## config.mk

```make
export PLATFORM = sky130hd
export DESIGN_NAME = system_integrity_monitor
export DESIGN_NICKNAME = d
export VERILOG_FILES = /design/src/si_pkg.sv /design/src/si_sync.sv /design/src/system_integrity_monitor.sv
export VERILOG_INCLUDE_DIRS = /design/src
export SDC_FILE = /design/constraint.sdc
export NUM_CORES = 1
export LEC_CHECK = 0
export BUFFER_PORTS_ARGS = -buffer_cell sky130_fd_sc_hd__buf_2
export CORE_MARGIN = 2
export CORE_UTILIZATION = 40
export DETAILED_ROUTE_END_ITERATION = 12
export GPL_TIMING_DRIVEN = 1
export PLACE_DENSITY = 0.75
export SLEW_MARGIN = 20
export SYNTH_ARGS = -nofsm -noshare
export SYNTH_HDL_FRONTEND = slang
export SYNTH_HIERARCHICAL = 1
export SYNTH_SLANG_ARGS = --single-unit
export TNS_END_PERCENT = 5
```

## constraint.sdc

```tcl
create_clock -name clk -period 1.3 [get_ports clk]
set_input_delay 0.26 -clock clk [delete_from_list [all_inputs] [get_ports clk]]
set_output_delay 0.26 -clock clk [all_outputs]
set_load 0.005 [all_outputs]
```

## src/si_map.svh

```systemverilog
`ifndef SI_MAP_SVH
`define SI_MAP_SVH
// Register offset of the control/status word (byte address, one aligned word).
`define SI_CSR_ADDR        4'h0
// Field positions inside the control/status register.
`define SI_BIT_SRC_SEL     7
`define SI_BIT_VIRQ_EN     6
`define SI_BIT_VFLAG       5
`define SI_BIT_LVRST       4
`define SI_BIT_RSVD        3
`define SI_BIT_CG_IRQ_EN   2
`define SI_BIT_CG_SWITCHED 1
`define SI_BIT_WDRST       0
// Reset value of the control/status register.
`define SI_CSR_RESET       8'h00
// Backup oscillator period in ns and in system clock cycles (50 MHz).
`define SI_BACKUP_PERIOD_NS 640
`define SI_CLK_PERIOD_NS    20
`define SI_BACKUP_CYCLES    (`SI_BACKUP_PERIOD_NS / `SI_CLK_PERIOD_NS)
// Width of the backup oscillator period counter.
`define SI_BACKUP_CNT_W     6
`endif

```

## src/si_pkg.sv

```systemverilog
package si_pkg;
  // Reset cause reported at reset release.
  typedef enum logic [2:0] {
    CAUSE_PIN      = 3'b001,
    CAUSE_WATCHDOG = 3'b010,
    CAUSE_LOWVOLT  = 3'b100
  } reset_cause_t;
  // Clock guard states, one-hot.
  typedef enum logic [2:0] {
    CG_MAIN   = 3'b001,
    CG_BACKUP = 3'b010,
    CG_HALTED = 3'b100
  } guard_state_t;
endpackage

```

## src/si_sync.sv

```systemverilog
`timescale 1ns/1ps
// Two-flop level synchroniser; the first stage feeds only the second.
module si_sync (
  input  wire logic clk,   // System clock.
  input  wire logic rst,   // Asynchronous reset, active high.
  input  wire logic d,     // Asynchronous level.
  output logic      q      // Synchronised level.
);
  logic meta_q;            // First stage, read only by the second.

  // Both stages reset to a constant.
  always_ff @(posedge clk or posedge rst) begin
    if (rst) begin
      meta_q <= 1'b0;
      q      <= 1'b0;
    end else begin
      meta_q <= d;
      q      <= meta_q;
    end
  end
endmodule // si_sync

```

## src/system_integrity_monitor.sv

```systemverilog
// Chosen here: register access over Avalon-MM and the register offsets.
`timescale 1ns/1ps
`include "si_map.svh"

module system_integrity_monitor (
  input  wire logic        clk,                  // System clock, 50 MHz.
  input  wire logic        rst,                  // Asynchronous reset, active high.
  // Avalon-MM slave.
  input  wire logic [3:0]  avs_address,          // Byte address.
  input  wire logic        avs_read,             // Read request.
  input  wire logic        avs_write,            // Write request.
  input  wire logic [31:0] avs_writedata,        // Write data.
  input  wire logic [3:0]  avs_byteenable,       // Byte enables.
  output logic [31:0]      avs_readdata,         // Read data.
  output logic             avs_waitrequest,      // Stall until answer is ready.
  // Options and system status.
  input  wire logic        opt_lowvolt_en,       // Low-voltage reset unit option.
  input  wire logic        opt_guard_en,         // Clock guard option.
  input  wire logic        cause_valid,          // Pulse at reset release with cause.
  input  wire logic [1:0]  cause_code,           // 0 pin, 1 watchdog, 2 low voltage.
  input  wire logic        cmp_supply,           // Supply comparator, async.
  input  wire logic        cmp_ext,              // External pin comparator, async.
  input  wire logic        main_clk_edge,        // Main oscillator edge seen (sync).
  input  wire logic        main_clk_spike,       // Main clock glitch detected (sync).
  input  wire logic        halt_mode,            // Full halt active.
  input  wire logic        active_halt_mode,     // Active-halt active.
  input  wire logic        cpu_irq_mask,         // CPU interrupt mask set.
  input  wire logic        volt_irq_ack,         // Service entry for voltage vector.
  output logic             volt_irq,             // Voltage interrupt request.
  output logic             guard_irq,            // Clock guard interrupt request.
  output logic             wake_req,             // Wake-up from wait or halt.
  output logic             backup_clk_sel,       // Backup oscillator selected.
  output logic             main_clk_gate         // Main clock passed by filter.
);
  // ---------------------------------------------------------------
  // Bus access decode
  // ---------------------------------------------------------------
  logic        ack_q;          // One-cycle answer pulse.
  logic        hit;            // Address matches the register.
  logic        rd_stb;         // Accepted read.
  logic        wr_stb;         // Accepted write to low lane.

  // A request is answered in the cycle after it appears.
  assign hit    = (avs_address == `SI_CSR_ADDR);
  assign rd_stb = avs_read && ack_q && hit;
  assign wr_stb = avs_write && ack_q && hit && avs_byteenable[0];

  // Answer generator: waitrequest drops for one cycle per request.
  always_ff @(posedge clk or posedge rst) begin
    if (rst) begin
      ack_q <= 1'b0;
    end else begin
      ack_q <= (avs_read || avs_write) && !ack_q;
    end
  end

  always_comb begin
    avs_waitrequest = !ack_q;
  end

  // ---------------------------------------------------------------
  // Control bits
  // ---------------------------------------------------------------
  logic src_sel_q;             // Voltage source select.
  logic virq_en_q;             // Voltage interrupt enable.
  logic cg_irq_en_q;           // Clock guard interrupt enable.

  // Software-owned bits; the reserved bit is not stored.
  always_ff @(posedge clk or posedge rst) begin
    if (rst) begin
      src_sel_q   <= 1'b0;
      virq_en_q   <= 1'b0;
      cg_irq_en_q <= 1'b0;
    end else if (wr_stb) begin
      src_sel_q   <= avs_writedata[`SI_BIT_SRC_SEL];
      virq_en_q   <= avs_writedata[`SI_BIT_VIRQ_EN];
      cg_irq_en_q <= avs_writedata[`SI_BIT_CG_IRQ_EN];
    end
  end

  // ---------------------------------------------------------------
  // Voltage monitor
  // ---------------------------------------------------------------
  logic sup_s;                 // Synchronised supply comparator.
  logic ext_s;                 // Synchronised pin comparator.
  logic vflag_q;               // Voltage detect flag.
  logic vflag_d;               // Next voltage flag.
  logic vpend_q;               // Pending voltage interrupt.

  // Synchronise both comparators before any edge logic looks at them.
  si_sync u_sync_sup (.clk(clk), .rst(rst), .d(cmp_supply), .q(sup_s));
  si_sync u_sync_ext (.clk(clk), .rst(rst), .d(cmp_ext),    .q(ext_s));

  // The monitor runs only with the reset unit enabled; it ignores halt.
  always_comb begin
    if (!opt_lowvolt_en) begin
      vflag_d = 1'b0;
    end else begin
      vflag_d = src_sel_q ? ext_s : sup_s;
    end
  end

  // Flag follows the comparator; software writes do not touch it.
  always_ff @(posedge clk or posedge rst) begin
    if (rst) begin
      vflag_q <= 1'b0;
    end else begin
      vflag_q <= vflag_d;
    end
  end

  // A flag change with the enable set sets the pending bit; a change wins over the ack.
  always_ff @(posedge clk or posedge rst) begin
    if (rst) begin
      vpend_q <= 1'b0;
    end else if (virq_en_q && (vflag_d != vflag_q)) begin
      vpend_q <= 1'b1;
    end else if (volt_irq_ack || !virq_en_q) begin
      vpend_q <= 1'b0;
    end
  end

  // ---------------------------------------------------------------
  // Clock guard
  // ---------------------------------------------------------------
  si_pkg::guard_state_t         cg_state_q;     // Guard state.
  si_pkg::guard_state_t         cg_resume_q;    // State to resume after halt.
  logic [`SI_BACKUP_CNT_W-1:0]  miss_cnt_q;     // Cycles since last main edge.
  logic                         switched_q;     // Clock-switched flag.
  logic                         cg_on;          // Guard enabled by option.
  logic                         miss;           // Clock missing a full period.

  localparam logic [`SI_BACKUP_CNT_W-1:0] MISS_LIMIT = `SI_BACKUP_CNT_W'(`SI_BACKUP_CYCLES - 1);

  assign cg_on = opt_guard_en;
  assign miss  = (miss_cnt_q == MISS_LIMIT);

  // Count cycles with no main-clock edge; saturates at one backup period.
  always_ff @(posedge clk or posedge rst) begin
    if (rst) begin
      miss_cnt_q <= '0;
    end else if (main_clk_edge || !cg_on || halt_mode) begin
      miss_cnt_q <= '0;
    end else if (!miss) begin
      miss_cnt_q <= miss_cnt_q + `SI_BACKUP_CNT_W'(1);
    end
  end

  // Guard state machine: halt freezes the guard and later resumes it.
  always_ff @(posedge clk or posedge rst) begin
    if (rst) begin
      cg_state_q  <= si_pkg::CG_MAIN;
      cg_resume_q <= si_pkg::CG_MAIN;
    end else if (!cg_on) begin
      cg_state_q  <= si_pkg::CG_MAIN;
      cg_resume_q <= si_pkg::CG_MAIN;
    end else begin
      unique case (cg_state_q)
        si_pkg::CG_MAIN: begin
          if (halt_mode) begin
            cg_resume_q <= si_pkg::CG_MAIN;
            cg_state_q  <= si_pkg::CG_HALTED;
          end else if (miss) begin
            cg_state_q <= si_pkg::CG_BACKUP;
          end
        end
        si_pkg::CG_BACKUP: begin
          if (halt_mode) begin
            cg_resume_q <= si_pkg::CG_BACKUP;
            cg_state_q  <= si_pkg::CG_HALTED;
          end else if (main_clk_edge) begin
            cg_state_q <= si_pkg::CG_MAIN;
          end
        end
        si_pkg::CG_HALTED: begin
          if (!halt_mode) begin
            cg_state_q <= cg_resume_q;
          end
        end
        default: begin
          cg_state_q <= si_pkg::CG_MAIN;
        end
      endcase
    end
  end

  // Switched flag: set on entry to backup; a read clears it only if the
  // main clock is back. A set in the read cycle wins.
  always_ff @(posedge clk or posedge rst) begin
    if (rst) begin
      switched_q <= 1'b0;
    end else if (!cg_on) begin
      switched_q <= 1'b0;
    end else if (cg_state_q == si_pkg::CG_MAIN && miss && !halt_mode) begin
      switched_q <= 1'b1;
    end else if (rd_stb && cg_state_q == si_pkg::CG_MAIN) begin
      switched_q <= 1'b0;
    end
  end

  // Filter and clock selection outputs, registered.
  always_ff @(posedge clk or posedge rst) begin
    if (rst) begin
      backup_clk_sel <= 1'b0;
      main_clk_gate  <= 1'b1;
    end else begin
      backup_clk_sel <= cg_on && (cg_state_q == si_pkg::CG_BACKUP);
      // Spikes are blocked; a dead source stays blocked until it recovers.
      main_clk_gate  <= !cg_on || (!main_clk_spike && cg_state_q == si_pkg::CG_MAIN);
    end
  end

  // ---------------------------------------------------------------
  // Reset cause flags
  // ---------------------------------------------------------------
  logic lvrst_q;               // Low-voltage reset flag.
  logic wdrst_q;               // Watchdog reset flag.
  si_pkg::reset_cause_t cause; // Decoded cause.

  // Decode the cause code into a one-hot cause.
  function automatic si_pkg::reset_cause_t decode_cause(input logic [1:0] c);
    if (c == 2'd2) begin
      decode_cause = si_pkg::CAUSE_LOWVOLT;
    end else if (c == 2'd1) begin
      decode_cause = si_pkg::CAUSE_WATCHDOG;
    end else begin
      decode_cause = si_pkg::CAUSE_PIN;
    end
  endfunction

  assign cause = decode_cause(cause_code);

  // The flags are not reset by rst: they survive the reset they record.
  // The cause is caught after release by a clocked pulse.
  always_ff @(posedge clk) begin
    if (cause_valid && cause == si_pkg::CAUSE_LOWVOLT) begin
      lvrst_q <= 1'b1;
    end else if (wr_stb && !avs_writedata[`SI_BIT_LVRST]) begin
      lvrst_q <= 1'b0;
    end
  end

  always_ff @(posedge clk) begin
    if (cause_valid && cause == si_pkg::CAUSE_WATCHDOG) begin
      wdrst_q <= 1'b1;
    end else if (cause_valid && cause == si_pkg::CAUSE_LOWVOLT) begin
      wdrst_q <= 1'b0;
    end else if (cause_valid && cause == si_pkg::CAUSE_PIN && !lvrst_q) begin
      wdrst_q <= 1'b0;
    end else if (wr_stb && !avs_writedata[`SI_BIT_WDRST]) begin
      wdrst_q <= 1'b0;
    end
  end

  // ---------------------------------------------------------------
  // Read data, interrupts and wake-up
  // ---------------------------------------------------------------
  logic [7:0] csr_view;        // Current register image.

  always_comb begin
    csr_view                         = `SI_CSR_RESET;
    csr_view[`SI_BIT_SRC_SEL]        = src_sel_q;
    csr_view[`SI_BIT_VIRQ_EN]        = virq_en_q;
    csr_view[`SI_BIT_VFLAG]          = vflag_q;
    csr_view[`SI_BIT_LVRST]          = lvrst_q;
    csr_view[`SI_BIT_CG_IRQ_EN]      = cg_irq_en_q;
    csr_view[`SI_BIT_CG_SWITCHED]    = switched_q && cg_on;
    csr_view[`SI_BIT_WDRST]          = wdrst_q;
  end

  // Read data is registered and valid in the cycle waitrequest is low.
  always_ff @(posedge clk or posedge rst) begin
    if (rst) begin
      avs_readdata <= 32'h0000_0000;
    end else if (avs_read && !ack_q) begin
      avs_readdata <= hit ? {24'h00_0000, csr_view} : 32'h0000_0000;
    end
  end

  // Interrupt requests go out only with enable set and the CPU mask cleared; wake_req ignores the mask.
  always_ff @(posedge clk or posedge rst) begin
    if (rst) begin
      volt_irq  <= 1'b0;
      guard_irq <= 1'b0;
      wake_req  <= 1'b0;
    end else begin
      volt_irq  <= vpend_q && !cpu_irq_mask;
      guard_irq <= cg_on && cg_irq_en_q && switched_q && !cpu_irq_mask;
      // Both wake from wait; guard wakes only active-halt, not full halt.
      wake_req  <= vpend_q || (cg_on && cg_irq_en_q && switched_q &&
                               (!halt_mode || active_halt_mode));
    end
  end
endmodule // system_integrity_monitor

```

==> flow_summary_export.csv, run 1 <==
group,metric,value,unit
detailed_routing,avgRoutedWirePerCell,11.9,um
final_layout,layout_commonest_cell,"buf_2",
global_route,grt_max_degree,31,
sta,period_needed,1.29,ns
synthesis,syn_inst,169,
synthesis,synth_top_area_share,43.6,%
synthesis,yosys.area.top_type,"dfrtp_1",
global_route,antenna_found_initial,0,
worst_setup_path,cpLargestDelayFamily,"flip-flops",
synthesis,syn_avg_cell_area,10.5,um^2
global_route,grt_overflow_total,0,
power_and_ir_drop,design_power_total,2290,uW
sta,final.setup_skew,0.00645,ns
synthesis,synth-edff-count,0,
floorplan,start_util,41.1,%
global_route,grtUsageTotal,14.1,%
worst_setup_path,path_class,"flip-flop to flip-flop",
synthesis,ys_top_cells_by_area,"dfrtp_1, buf_4, dfstp_2",
global_route,grt_pass1_vias,1262,
run,drv_cap,0,
detailed_routing,drtIter0Drc,72,
synthesis,synthFlopType,"dfrtp_1",
worst_setup_path,rrSetupSlack,0.009,ns
detailed_routing,drtPass1Iterations,4,
final_layout,final_cell_mix,"buf_2, dfrtp_1, conb_1, nand2_1, buf_4",
sta,hold_violations,0,
worst_setup_path,start_kind,"flip-flop",
final_layout,syn_to_final_growth,20.0,%
detailed_routing,antenna_left,0,
clock_network,cts_tree,"done",
floorplan,ios,95,
final_layout,nNetsFinal,284,
synthesis,synth_cell_type_count,42,
sta,slew_violations,0,
clock_network,clockBufferDepth,2,
synthesis,seq_area_frac_synth,50.3,%
min_path,hold_path.class,"input pin to flip-flop",
synthesis,ys_ff_latch,36,
clock_network,cts_made_buffers,5,
clock_network,cts-root-buf,"clkbuf_8",
worst_setup_path,cpPeakStageDelay,0.55,ns
floorplan,coreArea,0.00432,mm^2
synthesis,netlist_area,0.00178,mm^2
floorplan,fp.dieArea,0.00499,mm^2
sta,tns,0,ns
worst_setup_path,cp_num_buf_inv,0,
floorplan,fp.dieH,70.7,um
placement,routabilityCongestion,0.793,
worst_setup_path,cp_slowest_cell,"dfstp_2",
placement,dp_hpwl,2480,um
sta,clock.fmax,775,MHz
power_and_ir_drop,leakage,0.00110,uW
clock_network,clock_sinks,36,
worst_setup_path,end_kind,"flip-flop",
final_layout,multiInputGateArea,741,um^2
final_layout,drive_above_1_share,32.0,%
run_status,status,"finished clean",
clock_network,cts_htree_levels,2,
synthesis,synthArstFlopShare,94.4,%
sta,setup_viol,0,
placement,io_buffer_count,39,
detailed_routing,dr_total_vias,1310,
floorplan,placementRows,24,
floorplan,dieWidth,70.7,um
global_route,grt_pass1_wl,5590,um
clock_network,insertion_delay,0.29,ns
detailed_routing,wirelength,3290,um
final_layout,fill_cells,424,
synthesis,synth_warnings,6,
final_layout,num_antenna_cells,0,
worst_setup_path,crit_arrival,1.50,ns
worst_setup_path,crit_fanout,4,
power_and_ir_drop,ir_worst_vdd,0.000722,V
worst_setup_path,worst_ep_required_time,1.51,ns
final_layout,ff_latch_area,895,um^2
clock_network,path_clk_slew,0.08,ns
detailed_routing,drcViolationCount,0,
sta,rsz0062_at_grt,"true",
detailed_routing,via_per_inst,4.73,
power_and_ir_drop,power_density,1070,mW/mm^2
worst_setup_path,cp_cell_sequence,"or3b_4, o31ai_2",
sta,period_share,99.3,%
[cells in the mapped netlist, types with 2 or more instances]
cell type and instances:
dfrtp_1 31, buf_4 28, nand2_1 17, nor2_1 10
inv_1 8, nor2b_1 7, a22o_1 6, o21ai_0 6
nand2b_1 4, a22oi_1 3, and3_1 3, dfstp_2 3
ha_1 3, nand3_1 3, xor2_1 3, a21boi_0 2
buf_2 2, dfxtp_1 2, mux2i_1 2, nand4_1 2
nor3_1 2, xnor2_1 2
[path summary, 6_finish.rpt]
path / end / from / cells past startpoint
max reg2reg: switched_q / cg_state_q[0] / 2
min: u_sync_sup/meta_q / cmp_supply / 1
max in group asynchronous: main_clk_gate / rst / 4
min in group asynchronous: u_sync_ext/meta_q / rst / 3
min reg2reg: u_sync_ext/q / u_sync_ext/meta_q / 0
max: switched_q / cg_state_q[0] / 2
[metal layers]
metal	wire length [um]	vias up	track usage, %
met3	185	9	3.13
met4	72	0	7.55
met2	1540	48	22.5
li1	-	628	-
met1	1490	625	18.0
met5	0	-	0
[per-stage QoR]
stage	instances	setup WS (ns)	hold slack (ns)	util, %	instance area (um^2)
global route	277	-0.0526	0.0598	49.3	2130
CTS	277	-0.000382	0.0661	49.3	2130
floorplan	193	-0.0501	0.00118	-	1870
detailed placement	268	-0.0754	0.136	46.6	2010
global placement	268	-0.0534	0.130	46.6	2010
finish	277	0.00886	0.0741	49.3	2130
[flip-flops by register name, indices dropped and copies added (netlist names), 2 cells and up]
register,cells
avs_readdata,7
miss_cnt_q,6
cg_state_q,3
cg_resume_q,2
[worst reg2reg max path: stages, from the launching register on]
cell and delay (ns):
dfstp_2 0.55, or3b_4 0.41, o31ai_2 0.25
[repair_timing]
item	4_1_cts	5_1_grt
setup endpoints to repair	4	5
resized for setup	3	2
endpoints found under the hold margin	4	0
setup buffers	0	0
pin swaps	2	1
hold buffers	1	0
[area by class of cell]
type | instances | area share [%]
multi-input combinational | 119 | 34.7
tap | 52 | 3.05
timing repair buffer | 54 | 14.5
inverter | 8 | 1.41
clock buffer | 5 | 3.23
sequential | 36 | 41.9
clock inverter | 3 | 1.11
[cells by family (layout without fill, tap and decap cells)]
group | Yosys count | in the layout | share of synthesized area (%)
simple gates | 56 | 56 | 18.0
buf+inv | 38 | 70 | 14.1
flops | 36 | 36 | 50.3
compound gates | 28 | 28 | 11.7
xor+xnor | 5 | 5 | 2.46
fa+ha+maj | 3 | 3 | 2.11
mux | 2 | 2 | 1.13
other cells | 1 | 25 | 0.211
[report_power, final]
group | internal, uW | switching (uW) | leakage, uW
clock | 379 | 426 | 0.0000404
sequential | 1180 | 36.4 | 0.000465
combinational | 128 | 144 | 0.000593
total | 1680 | 607 | 0.00110
Note: power is estimated with default switching activity, not from simulation.
==> run 2, diff against run 1 <==
Settings changed: PLACE_DENSITY 0.75 to not set, PLACE_DENSITY_LB_ADDON set to 0.1, SKIP_LAST_GASP set to 1.
==> flow_summary_export.csv, run 2 (same netlist as run 1, synthesis figures left out) <==
group,metric,value,unit
run_status,status,"finished with violations",
run_status,violations,"setup timing",
sta,hold_violations,0,
sta,setup_viol,1,
clock_network,cts_tree,"done",
sta,whs,0.0833,ns
global_route,grt_pass1_wl,5600,um
placement,dp_hpwl,2700,um
clock_network,path_clk_slew,0.07,ns
detailed_routing,drtIter0Drc,28,
worst_setup_path,path_class,"flip-flop to flip-flop",
final_layout,num_antenna_cells,0,
detailed_routing,via_per_inst,4.73,
sta,period_needed,1.33,ns
floorplan,coreArea,0.00432,mm^2
power_and_ir_drop,seqPwrFrac,53.9,%
worst_setup_path,rrSetupSlack,-0.03,ns
placement,place_ws,-0.115,ns
power_and_ir_drop,switching_share,24.8,%
worst_setup_path,crit_arrival,1.52,ns
detailed_routing,dr_total_vias,1310,
run,drv_cap,0,
floorplan,start_util,41.1,%
sta,final.setup_skew,0.00561,ns
power_and_ir_drop,power_density,1060,mW/mm^2
floorplan,ios,95,
final_layout,drive_above_1_share,30.2,%
power_and_ir_drop,p_int,1680,uW
clock_network,clock_sinks,36,
final_layout,top_regs,"avs_readdata (7), miss_cnt_q (6), cg_state_q (3)",
placement,routabilityCongestion,0.789,
placement,io_buffer_count,39,
worst_setup_path,end_kind,"flip-flop",
power_and_ir_drop,power.switching,557,uW
worst_setup_path,cp_slowest_cell,"dfstp_2",
final_layout,final_cell_mix,"buf_2, dfrtp_1, conb_1, nand2_1, buf_4",
min_path,whs_path_depth,1,
floorplan,placementRows,24,
final_layout,layout_commonest_cell,"buf_2",
sta,period_share,102,%
floorplan,fp.dieH,70.7,um
worst_setup_path,start_kind,"flip-flop",
global_route,grt_max_degree,17,
sta,rsz0062_at_grt,"true",
floorplan,fp.dieArea,0.00499,mm^2
worst_setup_path,cp_cell_sequence,"or3b_4, o311ai_2",
floorplan,dieWidth,70.7,um
detailed_routing,drcViolationCount,0,
power_and_ir_drop,clock_power_share,33.6,%
detailed_routing,drtPass1Iterations,4,
clock_network,cts_htree_levels,2,
detailed_routing,antenna_left,0,
worst_setup_path,crit_fanout,4,
worst_setup_path,worst_ep_required_time,1.49,ns
worst_setup_path,cpPeakStageDelay,0.55,ns
final_layout,regMostFlops,"avs_readdata",
final_layout,syn_to_final_growth,18.9,%
detailed_routing,wirelength,3510,um
power_and_ir_drop,power_frac_comb,12.5,%
detailed_routing,avgRoutedWirePerCell,12.7,um
final_layout,nNetsFinal,284,
clock_network,insertion_delay,0.29,ns
clock_network,cts-root-buf,"clkbuf_8",
power_and_ir_drop,leakage,0.00110,uW
clock_network,cts_made_buffers,5,
clock_network,clockBufferDepth,2,
sta,slew_violations,0,
global_route,grt_pass1_vias,1244,
worst_setup_path,rr_worst_depth,2,
min_path,hold_path.class,"input pin to flip-flop",
global_route,antenna_found_initial,0,
sta,worst_slack,-0.0266,ns
global_route,grtUsageTotal,14.4,%
global_route,grt_overflow_total,0,
power_and_ir_drop,ir_worst_vdd,0.000593,V
sta,clock.fmax,754,MHz
final_layout,largest_reg_flops,7,
power_and_ir_drop,design_power_total,2240,uW
final_layout,utilization,48.9,%
[run 2: power groups by stage]
stage	sequential (uW)	combinational, uW	clock (uW)
after floorplan	1230	209	0
after global placement	1230	269	0
after detailed placement	1230	275	0
final	1210	280	752
after CTS	1210	279	781
after global routing	1220	316	837
[run 2: worst paths after layout]
check                                  startpoint                 to
worst max-delay path                cg_state_q[0]      cg_state_q[0]
worst min-delay path                      cmp_ext  u_sync_ext/meta_q
worst max register to register      cg_state_q[0]      cg_state_q[0]
worst min register to register  u_sync_sup/meta_q       u_sync_sup/q
max in group asynchronous                     rst            vpend_q
min in group asynchronous                     rst  u_sync_sup/meta_q
[run 2: layer usage]
layer	global-route usage [%]	wire length (um)	vias up
met1	17.0	1440	626
met4	4.40	43	0
met5	0	0	-
met3	5.27	294	6
met2	24.7	1730	52
li1	-	-	626
[run 2: timing repair]
action,CTS,global route
gates resized for setup,0,2
endpoints found under the setup margin,5,7
endpoints found under the hold margin,9,0
setup buffers,0,0
hold buffers,1,0
pin swaps,1,0
[run 2: cell type report]
type,count,area (um^2)
clock buffers,7,76.3
clock inverters,1,5.00
fillers,427,2210
inverters,8,30.0
multi-input cells,119,731
flip-flops and latches,36,896
well taps,52,65.1
repair buffers,54,310
[run 2: stage by stage]
step	TNS [ns]	std cells	instance area, um^2
2_1_floorplan	-0.0501	193	1870
3_3_place_gp	-0.412	268	2010
3_5_place_dp	-0.510	268	2010
4_1_cts	-0.0333	277	2100
5_1_grt	-0.534	277	2110
6_report	-0.0266	277	2110
[run 2: worst max-delay path: cells and delay by family, from the launching register on]
family / cells / cell delay, ns
compound gates: 1 / 0.28
simple gates: 1 / 0.41
flops: 1 / 0.55
==> run 3, diff against run 2 <==
Settings changed: CORE_MARGIN 2 to 4.
==> flow_summary_export.csv, run 3 (same netlist as run 1, synthesis figures left out) <==
group,metric,value,unit
run_status,status,"finished with violations",
run_status,violations,"setup timing",
final_layout,fill_cells,408,
final_layout,drive_above_1_share,32.6,%
detailed_routing,avgRoutedWirePerCell,13.7,um
global_route,antenna_found_initial,0,
min_path,whs_path_depth,1,
power_and_ir_drop,power_density,1060,mW/mm^2
power_and_ir_drop,ir_worst_vdd,0.000446,V
final_layout,layout_commonest_cell,"buf_2",
placement,routabilityCongestion,0.844,
sta,hold_violations,0,
placement,place_ws,-0.0803,ns
global_route,grtUsageTotal,14.7,%
floorplan,fp.dieH,74.7,um
placement,dpl_cell_area,0.00199,mm^2
detailed_routing,drtPass1Iterations,4,
worst_setup_path,worst_ep_required_time,1.50,ns
clock_network,path_clk_slew,0.07,ns
clock_network,cts-root-buf,"clkbuf_8",
final_layout,syn_to_final_growth,22.2,%
global_route,grt_pass1_vias,1433,
clock_network,cts_tree,"done",
clock_network,cts_htree_levels,2,
final_layout,top_regs,"avs_readdata (7), miss_cnt_q (6), cg_state_q (3)",
worst_setup_path,crit_fanout,5,
sta,worst_slack,-0.0363,ns
worst_setup_path,cp_cell_sequence,"ha_4, nand2_4, nor3_4, buf_6, buf_4, o311ai_2",
detailed_routing,wirelength,3790,um
worst_setup_path,crit_cells,6,
global_route,grt_max_degree,31,
min_path,hold_path.class,"input pin to flip-flop",
floorplan,dieWidth,74.7,um
final_layout,final_cell_area,0.00217,mm^2
worst_setup_path,rr_worst_depth,6,
detailed_routing,antenna_left,0,
sta,whs,0.0785,ns
run,drv_cap,0,
floorplan,ios,95,
clock_network,clock_sinks,36,
worst_setup_path,cp_num_buf_inv,2,
sta,period_share,103,%
final_layout,regMostFlops,"avs_readdata",
floorplan,coreArea,0.00414,mm^2
sta,final.setup_skew,0.00354,ns
worst_setup_path,path_class,"flip-flop to flip-flop",
worst_setup_path,cp_slowest_cell,"dfrtp_1",
floorplan,fp.dieArea,0.00558,mm^2
worst_setup_path,cpLargestDelayFamily,"flip-flops",
placement,numPlacedInstances,263,
worst_setup_path,crit_arrival,1.54,ns
global_route,grt_pass1_wl,6160,um
detailed_routing,via_per_inst,4.86,
detailed_routing,drcViolationCount,0,
sta,period_needed,1.34,ns
clock_network,clockBufferDepth,2,
final_layout,num_antenna_cells,0,
placement,io_buffer_count,39,
floorplan,placementRows,23,
clock_network,cts_made_buffers,5,
final_layout,final_cell_mix,"buf_2, dfrtp_1, conb_1, nand2_1, buf_4",
worst_setup_path,start_kind,"flip-flop",
clock_network,insertion_delay,0.28,ns
floorplan,start_util,42.9,%
worst_setup_path,end_kind,"flip-flop",
final_layout,largest_reg_flops,7,
global_route,grt_overflow_total,0,
power_and_ir_drop,leakage,0.00114,uW
sta,rsz0062_at_grt,"true",
detailed_routing,drtIter0Drc,65,
sta,slew_violations,0,
final_layout,finalNonFillerCells,277,
placement,dp_hpwl,2940,um
sta,setup_viol,5,
detailed_routing,dr_total_vias,1346,
final_layout,nNetsFinal,286,
sta,clock.fmax,748,MHz
worst_setup_path,cpPeakStageDelay,0.40,ns
[run 3: worst paths after layout]
check                             startpoint  slack (ns)           endpoint
min reg2reg                u_sync_ext/meta_q        0.36       u_sync_ext/q
max in group asynchronous                rst        0.36     cg_resume_q[0]
min                                  cmp_ext        0.08  u_sync_ext/meta_q
max                            miss_cnt_q[1]       -0.04      cg_state_q[0]
max reg2reg                    miss_cnt_q[1]       -0.04      cg_state_q[0]
min in group asynchronous                rst        0.39  u_sync_ext/meta_q
[run 3: metrics by stage]
stage               TNS [ns]  total power (uW)  util (%)
global route          -0.921              2430      52.4
finish               -0.0907              2300      52.4
floorplan            -0.0501              1430         -
CTS                  -0.0264              2320      50.6
detailed placement    -0.375              1490      48.0
global placement      -0.130              1480      48.0
[run 3: final cells by class]
| type | instances | area (um^2) | share of cell area [%] |
|---|---|---|---|
| Sequential cell | 36 | 895 | 41.2 |
| Multi-Input combinational cell | 119 | 767 | 35.3 |
| Timing Repair Buffer | 56 | 329 | 15.1 |
| Clock buffer | 8 | 90.1 | 4.15 |
| Tap cell | 50 | 62.6 | 2.88 |
| Inverter | 8 | 30.0 | 1.38 |
[run 3: worst reg2reg max path, stage by stage (launching register included)]
cell and delay, ns:
dfrtp_1 0.40, ha_4 0.18, nand2_4 0.06, nor3_4 0.29, buf_6 0.16, buf_4 0.10, o311ai_2 0.07
[run 3: where the power goes]
group          internal, uW  switching [uW]
clock network           432             379
registers              1180            34.0
logic                   124             151
[run 3: metal layers]
layer	global-route usage, %	up-vias	wire, um
met4	6.32	0	72
met5	0	-	0
met1	15.8	662	1460
met3	4.94	8	275
li1	-	635	-
met2	26.3	41	1990
[run 3: what timing repair did]
action | CTS | global route
setup endpoints to repair | 5 | 11
buffers inserted | 0 | 5
hold endpoints to repair | 4 | 0
pin swaps | 1 | 4
cloned | 0 | 0
hold buffers | 1 | 0
resized for setup | 1 | 8
